<file path="src/inc/scam_pkg.sv">
// package for the speed-controlled axis mode block
`default_nettype none
package scam_pkg;
	localparam int POS_W = 32; // position width
	localparam int VEL_W = 24; // velocity / manipulated value width
	localparam logic [31:0] TOL_RESET = 32'h0000_0100; // default tolerance
	localparam logic [15:0] SCALE_RESET = 16'h0100; // unity gain in 8.8
	localparam int SCALE_FRAC = 8; // fractional bits of scale
	localparam logic [1:0] DRV_ANALOG = 2'h0; // analog setpoint output
	localparam logic [1:0] DRV_FIELDBUS = 2'h1; // fieldbus drive
	localparam logic [1:0] DRV_STEPPER = 2'h2; // stepper output

	// axis mode state
	typedef enum logic [1:0] {
		SCAM_POS_HOLD = 2'b00,
		SCAM_SPEED_RUN = 2'b01,
		SCAM_RESYNC = 2'b10,
		SCAM_FAULT = 2'b11
	} scam_state_e;

	// conditions that forbid speed-controlled mode
	typedef struct packed {
		logic ref_approach;
		logic gantry;
		logic coupled;
		logic handling_trafo;
		logic fixed_stop;
	} scam_inhibit_s;

	// feedback from the axis
	typedef struct packed {
		logic [POS_W-1:0] setpoint_pos;
		logic [POS_W-1:0] actual_pos;
		logic [VEL_W-1:0] cmd_vel;
		logic in_motion;
	} scam_axis_s;
endpackage
`default_nettype wire

</file>
<file path="src/verilog/scam_axis.sv">
// speed-controlled axis mode logic for one servo axis
// What this block does
// - while speed-controlled the setpoint/actual deviation is checked and an excess stops the axis with an error.
// - limits and end positions are only held to within that same tolerance, never tighter.
// - speed control is offered only for analog or fieldbus drives, never for steppers.
// - speed control needs both the axis option enabled and the controller request bit set.
// - from a position-held standstill with servo enable the loop opens at motion start and velocity alone drives.
// - at motion end the loop closes again and the interpolator setpoint is loaded with the reached actual position.
// - speed control is refused during reference approach, gantry, coupling, handling transform and fixed stop.
// - the axis option resets to off so the axis traverses position-controlled.
// - the velocity profile is the interpolator's own, the same in both modes.
// - commanded velocity is turned into a drive value using the configured drive scaling.
// - a request withdrawn mid-motion keeps speed control until standstill.
// - after returning to position control block preparation restarts from the reached actual position.
`timescale 1ns/1ps
`default_nettype none
module scam_axis
	import scam_pkg::*;
(
	// clock and reset
	input wire logic clock,
	input wire logic reset_n,
	// configuration and controller request
	input wire logic option_enable,
	input wire logic [1:0] drive_type,
	input wire logic speed_request,
	input wire logic error_clear,
	input wire logic servo_enable,
	input wire logic [POS_W-1:0] tolerance,
	input wire logic [15:0] vel_scale,
	input wire scam_inhibit_s inhibit,
	// axis feedback from the interpolator and encoder
	input wire scam_axis_s axis,
	// drive side
	output logic loop_open,
	output logic [VEL_W-1:0] drive_value,
	output logic axis_stop,
	// status
	output logic speed_active,
	output logic tol_error,
	output logic resync_strobe,
	output logic [POS_W-1:0] resync_pos,
	output logic mode_available
);

	scam_state_e state_r, state_nxt;
	logic opt_r; // latched option, off at reset
	logic tol_error_r, loop_open_r, stop_r, resync_r, avail_r, active_r;
	logic [POS_W-1:0] resync_pos_r;
	logic [VEL_W-1:0] drive_r;
	logic moving_d_r;

	// signed deviation and its magnitude
	function automatic logic [POS_W-1:0] abs_diff(input logic [POS_W-1:0] a, input logic [POS_W-1:0] b);
		logic [POS_W-1:0] d;
		d = a - b;
		return d[POS_W-1] ? (~d + 1'b1) : d;
	endfunction

	wire logic [POS_W-1:0] deviation = abs_diff(axis.setpoint_pos, axis.actual_pos);
	wire logic drive_ok = (drive_type == DRV_ANALOG) || (drive_type == DRV_FIELDBUS);
	wire logic inhibited = |inhibit;
	wire logic may_run = opt_r && speed_request && drive_ok && !inhibited && !tol_error_r;
	wire logic motion_start = axis.in_motion && !moving_d_r;
	wire logic dev_excess = deviation > tolerance;
	wire logic [VEL_W+15:0] scaled = {{16{axis.cmd_vel[VEL_W-1]}}, axis.cmd_vel} * {{VEL_W{1'b0}}, vel_scale};
	wire logic [VEL_W-1:0] drive_calc = scaled[SCALE_FRAC+VEL_W-1:SCALE_FRAC];

	// state decode shared by the registers and the checks
	wire logic in_hold = (state_r == SCAM_POS_HOLD);
	wire logic in_run = (state_r == SCAM_SPEED_RUN);
	wire logic err_set = in_run && dev_excess;
	wire logic enter_run = (state_nxt == SCAM_SPEED_RUN);
	wire logic enter_fault = (state_nxt == SCAM_FAULT);
	wire logic enter_resync = (state_nxt == SCAM_RESYNC);
	wire logic avail_calc = opt_r && drive_ok && !inhibited;

	// mode sequencing
	always_comb begin
		state_nxt = state_r;
		case (state_r)
			SCAM_POS_HOLD: begin
				if (may_run && servo_enable && motion_start) begin
					state_nxt = SCAM_SPEED_RUN;
				end
			end
			SCAM_SPEED_RUN: begin
				if (dev_excess) begin
					state_nxt = SCAM_FAULT;
				end else if (!axis.in_motion) begin
					state_nxt = SCAM_RESYNC;
				end
			end
			SCAM_RESYNC: state_nxt = SCAM_POS_HOLD;
			SCAM_FAULT: begin
				if (!axis.in_motion) begin
					state_nxt = SCAM_RESYNC;
				end
			end
			default: state_nxt = SCAM_POS_HOLD;
		endcase
	end

	// state register and option latch
	always_ff @(posedge clock or negedge reset_n) begin
		if (!reset_n) begin
			state_r <= SCAM_POS_HOLD;
			opt_r <= 1'b0;
			moving_d_r <= 1'b0;
		end else begin
			state_r <= state_nxt;
			opt_r <= option_enable;
			moving_d_r <= axis.in_motion;
		end
	end

	// sticky tolerance error, set wins over clear
	always_ff @(posedge clock or negedge reset_n) begin
		if (!reset_n) begin
			tol_error_r <= 1'b0;
		end else if (err_set) begin
			tol_error_r <= 1'b1;
		end else if (error_clear) begin
			tol_error_r <= 1'b0;
		end
	end

	// loop state and drive value, both follow the next state
	always_ff @(posedge clock or negedge reset_n) begin
		if (!reset_n) begin
			loop_open_r <= 1'b0;
			active_r <= 1'b0;
			drive_r <= '0;
		end else begin
			loop_open_r <= enter_run;
			active_r <= enter_run;
			drive_r <= enter_run ? drive_calc : '0;
		end
	end

	// fault stop and resync capture
	always_ff @(posedge clock or negedge reset_n) begin
		if (!reset_n) begin
			stop_r <= 1'b0;
			resync_r <= 1'b0;
			resync_pos_r <= '0;
		end else begin
			stop_r <= enter_fault;
			resync_r <= enter_resync;
			if (enter_resync) begin
				resync_pos_r <= axis.actual_pos;
			end
		end
	end

	// mode availability seen by the controller
	always_ff @(posedge clock or negedge reset_n) begin
		if (!reset_n) begin
			avail_r <= 1'b0;
		end else begin
			avail_r <= avail_calc;
		end
	end

	assign loop_open = loop_open_r;
	assign drive_value = drive_r;
	assign axis_stop = stop_r;
	assign speed_active = active_r;
	assign tol_error = tol_error_r;
	assign resync_strobe = resync_r;
	assign resync_pos = resync_pos_r;
	assign mode_available = avail_r;

	// deviation monitor checks
	a_excess_stops: assert property (
		@(posedge clock) disable iff (!reset_n)
		err_set |=> (axis_stop && tol_error))
		else $error("deviation excess did not stop axis");
	a_fault_holds: assert property (
		@(posedge clock) disable iff (!reset_n)
		(state_r == SCAM_FAULT && axis.in_motion) |=> axis_stop)
		else $error("stop released while axis still moving");
	a_fault_closes: assert property (
		@(posedge clock) disable iff (!reset_n)
		axis_stop |-> (!loop_open && !speed_active))
		else $error("loop open while axis stopped");
	a_error_cause: assert property (
		@(posedge clock) disable iff (!reset_n)
		$rose(tol_error) |-> $past(err_set))
		else $error("tolerance error raised without excess");
	a_limit_in_tol: assert property (
		@(posedge clock) disable iff (!reset_n)
		(loop_open && $past(loop_open)) |-> !$past(dev_excess))
		else $error("speed run continued beyond tolerance");

	// drive type, request, inhibit and option gating checks
	a_no_stepper_run: assert property (
		@(posedge clock) disable iff (!reset_n)
		(drive_type == DRV_STEPPER && in_hold) |=> !loop_open)
		else $error("speed mode opened for stepper");
	a_bad_drive_run: assert property (
		@(posedge clock) disable iff (!reset_n)
		(in_hold && !drive_ok) |=> !loop_open)
		else $error("speed mode opened for unsupported drive");
	a_avail_drive: assert property (
		@(posedge clock) disable iff (!reset_n)
		mode_available |-> $past(drive_ok))
		else $error("mode available for unsupported drive");
	a_need_request: assert property (
		@(posedge clock) disable iff (!reset_n)
		(in_hold && !(opt_r && speed_request)) |=> !loop_open)
		else $error("loop opened without option and request");
	a_inhibit_blocks: assert property (
		@(posedge clock) disable iff (!reset_n)
		(in_hold && inhibited) |=> !loop_open)
		else $error("speed mode under inhibit");
	a_avail_inhibit: assert property (
		@(posedge clock) disable iff (!reset_n)
		mode_available |-> !$past(inhibited))
		else $error("mode available under inhibit");
	a_option_off_reset: assert property (
		@(posedge clock) disable iff (!reset_n)
		!opt_r |=> !mode_available)
		else $error("mode available with option off");
	a_avail_option: assert property (
		@(posedge clock) disable iff (!reset_n)
		mode_available |-> $past(opt_r))
		else $error("mode available without option");

	// start, hold and end of a speed-controlled motion
	a_start_opens: assert property (
		@(posedge clock) disable iff (!reset_n)
		(in_hold && may_run && servo_enable && motion_start) |=> loop_open)
		else $error("loop not opened at motion start");
	a_servo_needed: assert property (
		@(posedge clock) disable iff (!reset_n)
		(in_hold && !servo_enable) |=> !loop_open)
		else $error("loop opened without servo enable");
	a_start_needs_edge: assert property (
		@(posedge clock) disable iff (!reset_n)
		(in_hold && !motion_start) |=> !loop_open)
		else $error("loop opened without motion start");
	a_rise_needs_grant: assert property (
		@(posedge clock) disable iff (!reset_n)
		$rose(loop_open) |-> $past(may_run))
		else $error("loop opened without grant");
	a_hold_in_motion: assert property (
		@(posedge clock) disable iff (!reset_n)
		(in_run && axis.in_motion && !dev_excess && !speed_request) |=> loop_open)
		else $error("left speed mode while moving");
	a_end_resyncs: assert property (
		@(posedge clock) disable iff (!reset_n)
		(in_run && !dev_excess && !axis.in_motion) |=>
		(resync_strobe && !loop_open && resync_pos == $past(axis.actual_pos)))
		else $error("no resync at motion end");
	a_fault_resyncs: assert property (
		@(posedge clock) disable iff (!reset_n)
		(state_r == SCAM_FAULT && !axis.in_motion) |=> resync_strobe)
		else $error("no resync after stopped fault");
	a_strobe_single: assert property (
		@(posedge clock) disable iff (!reset_n)
		resync_strobe |=> !resync_strobe)
		else $error("resync strobe longer than one cycle");
	a_resync_pos_held: assert property (
		@(posedge clock) disable iff (!reset_n)
		!resync_strobe |-> $stable(resync_pos))
		else $error("resync position moved without strobe");

	// drive value checks
	a_drive_closed: assert property (
		@(posedge clock) disable iff (!reset_n)
		!loop_open |-> (drive_value == '0))
		else $error("drive value with loop closed");
	a_zero_vel_zero: assert property (
		@(posedge clock) disable iff (!reset_n)
		(in_run && !dev_excess && axis.in_motion && axis.cmd_vel == '0) |=> (drive_value == '0))
		else $error("drive value without commanded velocity");

	// sticky error checks
	a_error_sticky: assert property (
		@(posedge clock) disable iff (!reset_n)
		(tol_error && !error_clear) |=> tol_error)
		else $error("tolerance error dropped early");
	a_error_blocks: assert property (
		@(posedge clock) disable iff (!reset_n)
		(in_hold && tol_error) |=> !loop_open)
		else $error("speed run started with error pending");
	a_clear_works: assert property (
		@(posedge clock) disable iff (!reset_n)
		(error_clear && !err_set) |=> !tol_error)
		else $error("tolerance error not cleared");

	// main scenarios
	c_speed_run: cover property (
		@(posedge clock) disable iff (!reset_n) $rose(loop_open));
	c_resync: cover property (
		@(posedge clock) disable iff (!reset_n) resync_strobe);
	c_fault: cover property (
		@(posedge clock) disable iff (!reset_n) $rose(tol_error));
	c_withdraw: cover property (
		@(posedge clock) disable iff (!reset_n) loop_open && !speed_request);
	c_cleared: cover property (
		@(posedge clock) disable iff (!reset_n) $fell(tol_error));
endmodule // scam_axis
`default_nettype wire
</file>
<file path="config.mk">
export PLATFORM = sky130hd
export DESIGN_NAME = scam_axis
export DESIGN_NICKNAME = d
export VERILOG_FILES = /design/src/inc/scam_pkg.sv /design/src/verilog/scam_axis.sv
export SDC_FILE = /design/constraint.sdc
export NUM_CORES = 1
export LEC_CHECK = 0
export ABC_AREA = 1
export BUFFER_PORTS_ARGS = -buffer_cell sky130_fd_sc_hd__buf_2
export CELL_PAD_IN_SITES_DETAIL_PLACEMENT = 1
export CELL_PAD_IN_SITES_GLOBAL_PLACEMENT = 2
export CORE_ASPECT_RATIO = 0.9
export CORE_UTILIZATION = 38
export CTS_BUF_LIST = sky130_fd_sc_hd__clkbuf_8
export DETAILED_ROUTE_END_ITERATION = 8
export GPL_TIMING_DRIVEN = 0
export PLACE_DENSITY_LB_ADDON = 0.1
export SYNTH_ARGS = -nofsm -noshare
export SYNTH_HDL_FRONTEND = slang
export SYNTH_SLANG_ARGS = --single-unit
</file>
<file path="constraint.sdc">
create_clock -name clock -period 3.3 [get_ports clock]
set_input_delay 0.33 -clock clock [delete_from_list [all_inputs] [get_ports clock]]
set_output_delay 0.33 -clock clock [all_outputs]
set_load 0.02 [all_outputs]
</file>
==> results of run 1 <==
==> power breakdown <==
group          leakage (nW)  switching (mW)  total (mW)  internal [mW]
registers             0.900          0.0335       0.869          0.836
logic                  12.5            15.8        29.2           13.4
clock network         0.100           0.396       0.750          0.355
==> worst max path at each step <==
| stage | start | to | slack, ns | cells after the start |
|---|---|---|---|---|
| after global placement | vel_scale[8] | drive_value[21]$_DFF_PN0_ | -2.90 | 20 |
| after detailed placement | vel_scale[8] | drive_value[21]$_DFF_PN0_ | -2.95 | 20 |
| after CTS | vel_scale[12] | drive_value[21]$_DFF_PN0_ | -1.91 | 23 |
| after global routing | axis[7] | drive_value[22]$_DFF_PN0_ | -2.13 | 23 |
| final | axis[15] | drive_value[21]$_DFF_PN0_ | -1.96 | 23 |
| after floorplan | axis[8] | drive_value[21]$_DFF_PN0_ | -1.90 | 26 |
==> per-layer routing <==
metal	vias to the layer above	global-route usage, %	routed length (um)
li1	7995	-	-
met1	8928	39.9	31200
met2	382	46.5	31500
met3	79	4.15	3300
met4	0	6.01	1520
met5	-	0	0
==> cells in the mapped netlist (7+ instances only) <==
cell type and number:
nand4_1 32, clkbuf_1 70, fa_1 298, xnor2_1 31, nor2_2 20, inv_1 650, a21oi_1 79, nand2_1 701
nor3_2 7, ha_1 144, nand3_1 65, o21ai_0 57, buf_2 9, nand2_2 27, xor2_1 34, nor2_1 122
inv_2 14, nor3_1 10, dfrtp_1 65, nand3b_1 7
==> worst max-delay path: cells and delay by family <==
| family | cells | cell delay, ns |
|---|---|---|
| adders and majority gates | 7 | 3.53 |
| and+or+nand+nor | 8 | 0.83 |
| buffers and inverters | 6 | 0.53 |
| xor gates and xnor gates | 1 | 0.17 |
| AOI/OAI and AO/OA | 1 | 0.15 |
==> metrics by stage <==
step	setup WS (ns)	setup TNS (ns)	instance area [um^2]	power (mW)	util (%)
2_1_floorplan	-1.90	-53.64	19000	17.2	-
3_3_place_gp	-2.90	-110.35	20800	21.5	44.4
3_5_place_dp	-2.95	-115.82	20800	22.0	44.4
4_1_cts	-1.91	-66.81	23900	27.8	51.1
5_1_grt	-2.13	-86.59	24600	33.8	52.7
6_report	-1.96	-74.59	24600	30.8	52.7
==> sequential cells by signal (all words and copies together) (netlist names) <==
register	cells
axis_stop	1
drive_value	24
mode_available	1
moving_d_r	1
opt_r	1
resync_pos	32
resync_strobe	1
speed_active	1
state_r	2
tol_error	1
==> layout make-up <==
cell class | count | area, um^2
Fill cell | 5693 | 22100
Multi-Input combinational cell | 1686 | 15600
Inverter | 667 | 2520
Timing Repair Buffer | 334 | 2480
Sequential cell | 65 | 1630
Buffer | 82 | 1410
Tap cell | 616 | 771
Clock buffer | 9 | 124
Clock inverter | 7 | 77.6
==> repair_timing <==
action,4_1_cts,5_1_grt
resized for setup,391,165
endpoints found under the setup margin,62,62
cloned,9,0
hold buffers,0,0
setup buffers,115,23
pin swaps,95,84
==> cells by family after synthesis <==
family	synth area share [%]
buffers and inverters	15.8
AOI/OAI and AO/OA	5.10
DFF	9.01
adders and majority gates	43.0
xor gates and xnor gates	3.43
and+or+nand+nor	23.6
==> run metrics, run 1 <==
Worst setup EP type flop; die height 209 um; Hold EP opt_r$_DFF_PN0_; hold_ws 0.0317 ns; most frequent cells in the layout inv_1, nand2_1, fa_1; Yosys warnings 0; CTS Buffer Depth 2; Max FO, Critical Path 4; Pins Over Slew Limit 0; die area 0.0484 mm^2; # IOs 212; drt via density 5.02; Main synth FF type dfrtp_1; failing checks negative setup slack; Leakage 13.5 nW; max cap viols 0; Worst path most repeated cell fa_1; crit path DAT 5.54 ns; clock transition at the registers of the reported paths 0.08 ns; clock latency on the worst-skew pair 0.40 ns; first-pass GRT wire length 104000 um; CP max-delay cell fa_1; Core ar. 0.0467 mm^2; Yosys top cell area share 33.1%; Vias 17384; largest net degree at the start of global routing 66; grt total ovfl 0; critical-path cell list clkbuf_16 > clkbuf_16 > buf_8 > nand2_2 > fa_1 > inv_1 > fa_1 > inv_2 > fa_1 > fa_2 > fa_1 > inv_2 > fa_2 > ha_4 > nand2_4 > nor3_4 > nand3_2 > nand3_4 > a21o_1 > nand2_1 > nand2_1 > xor2_2 > nor2_1; Inserted Clock Buffers 9; # port buffers 190; average cell area after synthesis 7.21 um^2; crit path kind in -> reg; Final ANT Viol Nets 0; detailed-route wire length per cell 19.5 um; worst r2r src tol_error$_DFFE_PN0P_; area grow syn2layout 36.5%; R2R setup slack 1.42 ns; Fmax 0.190 GHz; clock skew 0.00395 ns; final setup violation count 62; path type of the worst min-delay path in -> reg; Gate Count Post-Synth 2502; starting DRC count in detailed routing 965; startpoint class of the critical path input port; max incr delay on CP 0.62 ns; final worst slack -1.96 ns; number of global-route vias before repair 18870; CTS tree built; critical path required time 3.59 ns; DRC Markers 0; die width 232 um; Synth cell types 47; Tcrit/Tclk final 159%; All-Layer GR Usage 28.5%; first-pass detailed-route iteration total 5; WL final 67500 um; Inst Count DP 3308; Seq cells post-synth 65; clock root cell clkbuf_8; most common cell after layout, fill and taps aside inv_1; GPL Wtd Cong 0.889; unrepaired setup endpoints after global routing true; Post-synth EDFFs 0; Worst Hold Depth 1; Max-slew headroom 37.0%; Antenna Cells 0; Final Non-Filler Cells 3466; share of cells above drive strength 1 30.5%; min Tclk post-route 5.26 ns; register area share after synthesis 9.01%; initial antenna violation count 0; Crit Reg-Reg Endpoint resync_pos[29]$_DFFE_PN0N_; Async S/R FF share, synth 100%; Hold Crit Start option_enable; synth top area cells fa_1, nand2_1, inv_1; H-tree depth 3; top cell type by total area after synthesis fa_1; Slew @ Worst Pin 0.945 ns; worst vdd ir 1690 uV; starting density of the core 38.6%; Nets 3437; endpoints failing hold 0; Cell Area, Synth 0.0180 mm^2; syn nets 3094; power per cell area 1250 mW/mm^2; Clock Sinks 65; post-DP HPWL 54200 um; outcome finished with violations; Row Count 75; path depth of the worst reg2reg path 10
No activity file was read; power rests on OpenSTA's default activity.
==> inputs of run 2 (changes only) <==
--- a/config.mk
+++ b/config.mk
@@ -10,7 +10,7 @@
 export CELL_PAD_IN_SITES_DETAIL_PLACEMENT = 1
 export CELL_PAD_IN_SITES_GLOBAL_PLACEMENT = 2
 export CORE_ASPECT_RATIO = 0.9
-export CORE_UTILIZATION = 38
+export CORE_UTILIZATION = 35
 export CTS_BUF_LIST = sky130_fd_sc_hd__clkbuf_8
 export DETAILED_ROUTE_END_ITERATION = 8
 export GPL_TIMING_DRIVEN = 0
==> constraint.sdc (replaced) <==
create_clock -name clock -period 5.65 [get_ports clock]
set_input_delay 0.565 -clock clock [delete_from_list [all_inputs] [get_ports clock]]
set_output_delay 0.565 -clock clock [all_outputs]
set_load 0.02 [all_outputs]
==> run 2 against run 1 <==
Against the previous run:
- the run now ends clean
- sequential share of layout area increased by 0.75 points
- via count decreased by 4.6%
- first-iteration DRC count decreased by 12%
- clock skew increased by 0.024 ns
- global-route usage decreased by 2.8 points
- worst hold slack improved by 0.22 ns
- non-clock buffer count decreased by 77
- register-to-register slack improved by 2.4 ns
- flip-flop and latch count unchanged
- cell area decreased by 10%
- core utilization decreased by 9.0 points
- wire length decreased by 1.3%
- critical endpoint is now drive_value[23]$_DFF_PN0_
==> run metrics, run 2 (synthesis results as in run 1) <==
grt total ovfl 0 (unchanged); starting DRC count in detailed routing 854 (was 965); Final ANT Viol Nets 0 (unchanged); die width 241 um (was 232 um); Worst setup EP type flop (unchanged); H-tree depth 3 (unchanged); All-Layer GR Usage 25.7% (was 28.5%); # port buffers 190 (unchanged); Clock Sinks 65 (unchanged); clock skew 0.0282 ns (was 0.00395 ns); most frequent cells in the layout nand2_1, inv_1, fa_1 (was inv_1, nand2_1, fa_1); die height 217 um (was 209 um); path depth of the worst reg2reg path 9 (was 10); Vias 16588 (was 17384); CTS tree built (unchanged); Max-slew headroom 40.2% (was 37.0%); first-pass detailed-route iteration total 5 (unchanged); Max FO, Critical Path 10 (was 4); Nets 3360 (was 3437); DRC Markers 0 (unchanged); Worst path most repeated cell fa_1 (unchanged); clock latency on the worst-skew pair 0.41 ns (was 0.40 ns); Tcrit/Tclk final 99.2%; Layout fillers 6338 (was 5693); first-pass GRT wire length 101000 um (was 104000 um); CP max-delay cell fa_1 (unchanged); # IOs 212 (unchanged); crit path kind in -> reg (unchanged); share of cells above drive strength 1 20.1% (was 30.5%); startpoint class of the critical path input port (unchanged); R2R setup slack 3.84 ns (was 1.42 ns); detailed-route wire length per cell 19.3 um (was 19.5 um); Inserted Clock Buffers 9 (unchanged); area grow syn2layout 22.5% (was 36.5%); hold_buf cts 0 (unchanged); Row Count 78 (was 75); max cap viols 0 (unchanged); Pins Over Slew Limit 0 (unchanged); path type of the worst min-delay path in -> reg (unchanged); clock root cell clkbuf_8 (unchanged); min Tclk post-route 5.61 ns; largest net degree at the start of global routing 66 (unchanged); crit path DAT 5.89 ns (was 5.54 ns); worst path bufs/invs 6 (unchanged); die area 0.0525 mm^2 (was 0.0484 mm^2); critical path required time 5.93 ns (was 3.59 ns); CTS Buffer Depth 2 (unchanged); number of global-route vias before repair 17466 (was 18870); clock transition at the registers of the reported paths 0.11 ns (was 0.08 ns); cell family with most CP delay adder cells (unchanged); Slew @ Worst Pin 0.897 ns (was 0.945 ns); setup TNS 0 ns (was -74.59 ns); post-DP HPWL 56000 um (was 54200 um); Critical Path Stages 25 (was 23); Fmax 0.178 GHz; endpoints failing hold 0 (unchanged); final setup violation count 0 (was 62); most common cell after layout, fill and taps aside nand2_1 (was inv_1); Core ar. 0.0507 mm^2 (was 0.0467 mm^2); WL final 66600 um (was 67500 um); drt via density 4.80 (was 5.02); initial antenna violation count 4 (was 0); starting density of the core 35.6% (was 38.6%); outcome complete, no violations (was finished with violations); max incr delay on CP 0.60 ns (was 0.62 ns); unrepaired setup endpoints after global routing true (unchanged); flip-flop count of the largest register after layout 32 (unchanged); GPL Wtd Cong 0.958 (was 0.889); Worst Hold Depth 1 (unchanged)
run 2: cell types whose count changed in the layout (fill, tap and decap cells not counted), sizes merged:
cell and delta:
clkbuf -26, diode +4, buf -51
run 2: worst paths after layout:
path | to | from
min in group asynchronous | drive_value[2]$_DFF_PN0_ | reset_n
worst min register to register | resync_pos[9]$_DFFE_PN0N_ | resync_pos[9]$_DFFE_PN0N_
max in group asynchronous | drive_value[23]$_DFF_PN0_ | reset_n
worst min-delay path | opt_r$_DFF_PN0_ | option_enable
worst max-delay path | drive_value[23]$_DFF_PN0_ | vel_scale[2]
worst max register to register | resync_pos[25]$_DFFE_PN0N_ | state_r[1]$_DFF_PN0_
run 2: layout make-up:
| class | count | area (um^2) | area share [%] |
|---|---|---|---|
| Clock buffer | 9 | 124 | 0.560 |
| Inverter | 667 | 2510 | 11.4 |
| Multi-Input combinational cell | 1686 | 14100 | 63.9 |
| Buffer | 73 | 1000 | 4.54 |
| Clock inverter | 7 | 75.1 | 0.340 |
| Timing Repair Buffer | 266 | 1770 | 8.01 |
| Sequential cell | 65 | 1630 | 7.36 |
| Tap cell | 680 | 851 | 3.85 |
| Antenna cell | 4 | 10.0 | 0.0453 |
run 2: timing repair:
item | 4_1_cts | 5_1_grt
resized for setup | 166 | 232
cloned | 0 | 3
setup endpoints to repair | 18 | 57
pin swaps | 10 | 63
setup buffers | 15 | 58
run 2: stage by stage:
step / std cells / instance area [um^2] / utilization [%] / hold WS [ns] / worst slack, ns
3_3_place_gp: 3372 / 20000 / 39.4 / 0.461 / -1.25
3_5_place_dp: 3372 / 20000 / 39.4 / 0.468 / -1.35
6_report: 3457 / 22100 / 43.7 / 0.249 / 0.0436
4_1_cts: 3397 / 21000 / 41.4 / 0.233 / -0.000125
5_1_grt: 3456 / 22100 / 43.6 / 0.238 / -0.166
2_1_floorplan: 2502 / 18200 / - / 0.269 / -0.000254
run 2: metal layers:
metal	global-route usage [%]	share of wire [%]	vias to the layer above
met4	3.84	1.4	0
met2	37.6	42	419
met1	39.4	51	8295
met5	0	0	-
li1	-	-	7825
met3	4.86	5.7	49
Power of run 2 is left out: the tool's default activity adds up to more than one toggle a clock period on the data nets, which glitch-free logic cannot reach.
==> inputs of run 3 (changes only) <==
--- a/config.mk
+++ b/config.mk
@@ -5,12 +5,11 @@
 export SDC_FILE = /design/constraint.sdc
 export NUM_CORES = 1
 export LEC_CHECK = 0
-export ABC_AREA = 1
 export BUFFER_PORTS_ARGS = -buffer_cell sky130_fd_sc_hd__buf_2
 export CELL_PAD_IN_SITES_DETAIL_PLACEMENT = 1
 export CELL_PAD_IN_SITES_GLOBAL_PLACEMENT = 2
 export CORE_ASPECT_RATIO = 0.9
-export CORE_UTILIZATION = 35
+export CORE_UTILIZATION = 38
 export CTS_BUF_LIST = sky130_fd_sc_hd__clkbuf_8
 export DETAILED_ROUTE_END_ITERATION = 8
 export GPL_TIMING_DRIVEN = 0
==> run 3 against run 2 <==
Against the previous run:
- count of clock-buffer cells in the layout did not move
- core utilization increased by 6.0 points
- critical path type unchanged
- synthesized cell count is 25% lower
- the run now ends with negative setup slack left
==> run metrics, run 3 <==
outcome finished with violations (was complete, no violations); failing checks negative setup slack; die area 0.0444 mm^2 (was 0.0525 mm^2); Main synth FF type dfrtp_1 (unchanged); Nets 2802 (was 3360); critical path required time 5.95 ns (was 5.93 ns); Core ar. 0.0430 mm^2 (was 0.0507 mm^2); GPL Wtd Cong 0.855 (was 0.958); area grow syn2layout 28.7% (was 22.5%); crit path kind in -> reg (unchanged); Clock Sinks 65 (unchanged); power per cell area 668 mW/mm^2; Area after DPL 0.0185 mm^2 (was 0.0200 mm^2); worst r2r src opt_r$_DFF_PN0_ (was state_r[1]$_DFF_PN0_); grt total ovfl 0 (unchanged); average cell area after synthesis 8.77 um^2 (was 7.21 um^2); path type of the worst min-delay path in -> async (was in -> reg); starting density of the core 38.6% (was 35.6%); Yosys warnings 0 (unchanged); post-DP HPWL 45500 um (was 56000 um); clock latency on the worst-skew pair 0.42 ns (was 0.41 ns); share of cells above drive strength 1 25.6% (was 20.1%); Gate Count Post-Synth 1888 (was 2502); min Tclk post-route 6.07 ns (was 5.61 ns); most common cell after layout, fill and taps aside inv_1 (was nand2_1); clock skew 0.0135 ns (was 0.0282 ns); most frequent cells in the layout inv_1, fa_1, nand2_1 (was nand2_1, inv_1, fa_1); Cell Area, Synth 0.0166 mm^2 (was 0.0180 mm^2); Synth cell types 73 (was 47); initial antenna violation count 1 (was 4); All-Layer GR Usage 26.6% (was 25.7%); Max-slew headroom 43.6% (was 40.2%); die width 222 um (was 241 um); crit path DAT 6.37 ns (was 5.89 ns); register area share after synthesis 9.82% (was 9.01%); # port buffers 208 (was 190); first-pass detailed-route iteration total 5 (unchanged); CTS tree built (unchanged); worst vdd ir 854 uV; Worst setup EP type flop (unchanged); clock root cell clkbuf_8 (unchanged); Async S/R FF share, synth 100% (unchanged); syn nets 2480 (was 3094); startpoint class of the critical path input port (unchanged); Leakage 10.9 nW; Slew @ Worst Pin 0.840 ns (was 0.897 ns); die height 200 um (was 217 um); synth top area cells fa_1, ha_1, dfrtp_1 (was fa_1, nand2_1, inv_1); unrepaired setup endpoints after global routing true (unchanged); Antenna Cells 0 (was 4); Post-synth EDFFs 0 (unchanged); number of global-route vias before repair 15737 (was 17466); DRC Markers 0 (unchanged); flip-flop count of the largest register after layout 32 (unchanged); WL final 57400 um (was 66600 um); cell area after layout 0.0213 mm^2 (was 0.0221 mm^2); most frequent cells after synthesis inv_1, fa_1, nand2_1, ha_1, and2_1 (was nand2_1, inv_1, fa_1, ha_1, nor2_1); Final ANT Viol Nets 0 (unchanged); first-pass GRT wire length 89400 um (was 101000 um); detailed-route wire length per cell 20.7 um (was 19.3 um); Inserted Clock Buffers 9 (unchanged); final setup violation count 58 (was 0); top cell type by total area after synthesis fa_1 (unchanged); endpoints failing hold 0 (unchanged); Crit Reg-Reg Endpoint drive_value[15]$_DFF_PN0_ (was resync_pos[25]$_DFFE_PN0N_); H-tree depth 3 (unchanged); CTS Buffer Depth 2 (unchanged); Fmax 0.165 GHz (was 0.178 GHz); final worst slack -0.417 ns (was 0.0436 ns); starting DRC count in detailed routing 544 (was 854); Max FO, Critical Path 5 (was 10); # IOs 212 (unchanged); Seq cells post-synth 65 (unchanged); R2R setup slack 3.11 ns (was 3.84 ns); Pins Over Slew Limit 0 (unchanged); Vias 14074 (was 16588); setup TNS -15.80 ns (was 0 ns); path depth of the worst reg2reg path 9 (unchanged); Tcrit/Tclk final 107% (was 99.2%); max incr delay on CP 0.42 ns (was 0.60 ns); hold_ws 0.0628 ns (was 0.249 ns); Row Count 72 (was 78); Yosys top cell area share 36.0% (was 33.1%); CP max-delay cell or3b_4 (was fa_1); largest net degree at the start of global routing 43 (was 66); most numerous cell in the Yosys netlist inv_1 (was nand2_1); clock transition at the registers of the reported paths 0.08 ns (was 0.11 ns); max cap viols 0 (unchanged); drt via density 5.08 (was 4.80)
==> run 3: changes by cell type in the layout (fill, tap and decap cells not counted), moves of 19 or more <==
| cell | before | now |
|---|---|---|
| nand2_1 | 676 | 267 |
| inv_1 | 633 | 395 |
| and2_1 | 1 | 122 |
| nor2_1 | 121 | 53 |
| nand3_1 | 60 | 15 |
| nand2_2 | 43 | 8 |
| mux2_4 | 0 | 32 |
| o21ai_0 | 48 | 21 |
| a21o_1 | 3 | 28 |
| xnor2_1 | 29 | 52 |
| inv_2 | 29 | 10 |
==> run 3: worst max-delay path: cells and delay by family <==
family	cells	cell delay (ns)
buffers and inverters	8	0.81
XOR/XNOR	1	0.16
multiplexers	1	0.30
AND/OR/NAND/NOR	11	2.68
adder cells (fa/ha/maj)	3	0.79
AO/OA/AOI/OAI	5	1.03
==> run 3: cell families (layout without fill, tap and decap cells) <==
| kind of cell | after synthesis | in the layout | synth area share (%) |
|---|---|---|---|
| and+or+nand+nor | 583 | 583 | 17.1 |
| xor gates and xnor gates | 92 | 92 | 4.86 |
| AOI/OAI and AO/OA | 199 | 199 | 8.30 |
| buffers and inverters | 474 | 801 | 10.8 |
| adders and majority gates | 442 | 442 | 46.9 |
| muxes | 33 | 33 | 2.24 |
| DFF | 65 | 65 | 9.82 |
==> run 3: through the flow <==
| stage | power [mW] | cells | util (%) | setup WS [ns] |
|---|---|---|---|---|
| floorplan | 7.73 | 1888 | - | -0.337 |
| global placement | 10.1 | 2651 | 43.0 | -2.18 |
| detailed placement | 10.4 | 2652 | 43.1 | -2.25 |
| CTS | 12.9 | 2728 | 47.7 | -0.557 |
| global route | 15.8 | 2770 | 49.6 | -0.598 |
| finish | 14.3 | 2770 | 49.6 | -0.417 |
==> run 3: how the worst max path moves through the flow <==
stage,startpoint,endpoint,slack (ns),cells after the start
finish,axis[57],resync_pos[22]$_DFFE_PN0N_,-0.42,29
global route,axis[34],resync_pos[22]$_DFFE_PN0N_,-0.60,27
CTS,axis[57],resync_pos[24]$_DFFE_PN0N_,-0.56,28
detailed placement,axis[4],drive_value[22]$_DFF_PN0_,-2.25,23
global placement,axis[4],drive_value[22]$_DFF_PN0_,-2.18,23
floorplan,vel_scale[12],drive_value[17]$_DFF_PN0_,-0.34,22
==> run 3: routing by layer <==
layer  wire length, um  global-route usage, %  up-vias
met5                13                      0        -
met1             24800                   33.7     7216
li1                  -                      -     6452
met3              2570                   4.13       72
met2             28700                   47.8      332
met4              1360                   6.07        2
==> run 3: timing repair <==
| item | CTS | global route |
|---|---|---|
| setup buffers | 60 | 39 |
| gates resized for setup | 274 | 125 |
| cloned | 4 | 5 |
| hold buffers | 0 | 0 |
| pin swaps | 60 | 56 |
| setup endpoints to repair | 62 | 62 |
==> run 3: where the power goes <==
| part | leakage [nW] | internal, mW | total, mW | switching, mW |
|---|---|---|---|---|
| combinational | 9.85 | 5.97 | 13.3 | 7.31 |
| sequential | 0.901 | 0.479 | 0.485 | 0.00677 |
| clock | 0.109 | 0.248 | 0.482 | 0.234 |
| total | 10.9 | 6.70 | 14.3 | 7.55 |
==> run 3: layout make-up <==
class,instances,area [um^2]
fillers,4968,21600
plain buffers,63,905
inverters,407,1540
well taps,555,694
multi-input cells,1349,14100
clock buffers,9,124
flip-flops and latches,65,1630
clock inverters,7,95.1
repair buffers,315,2290
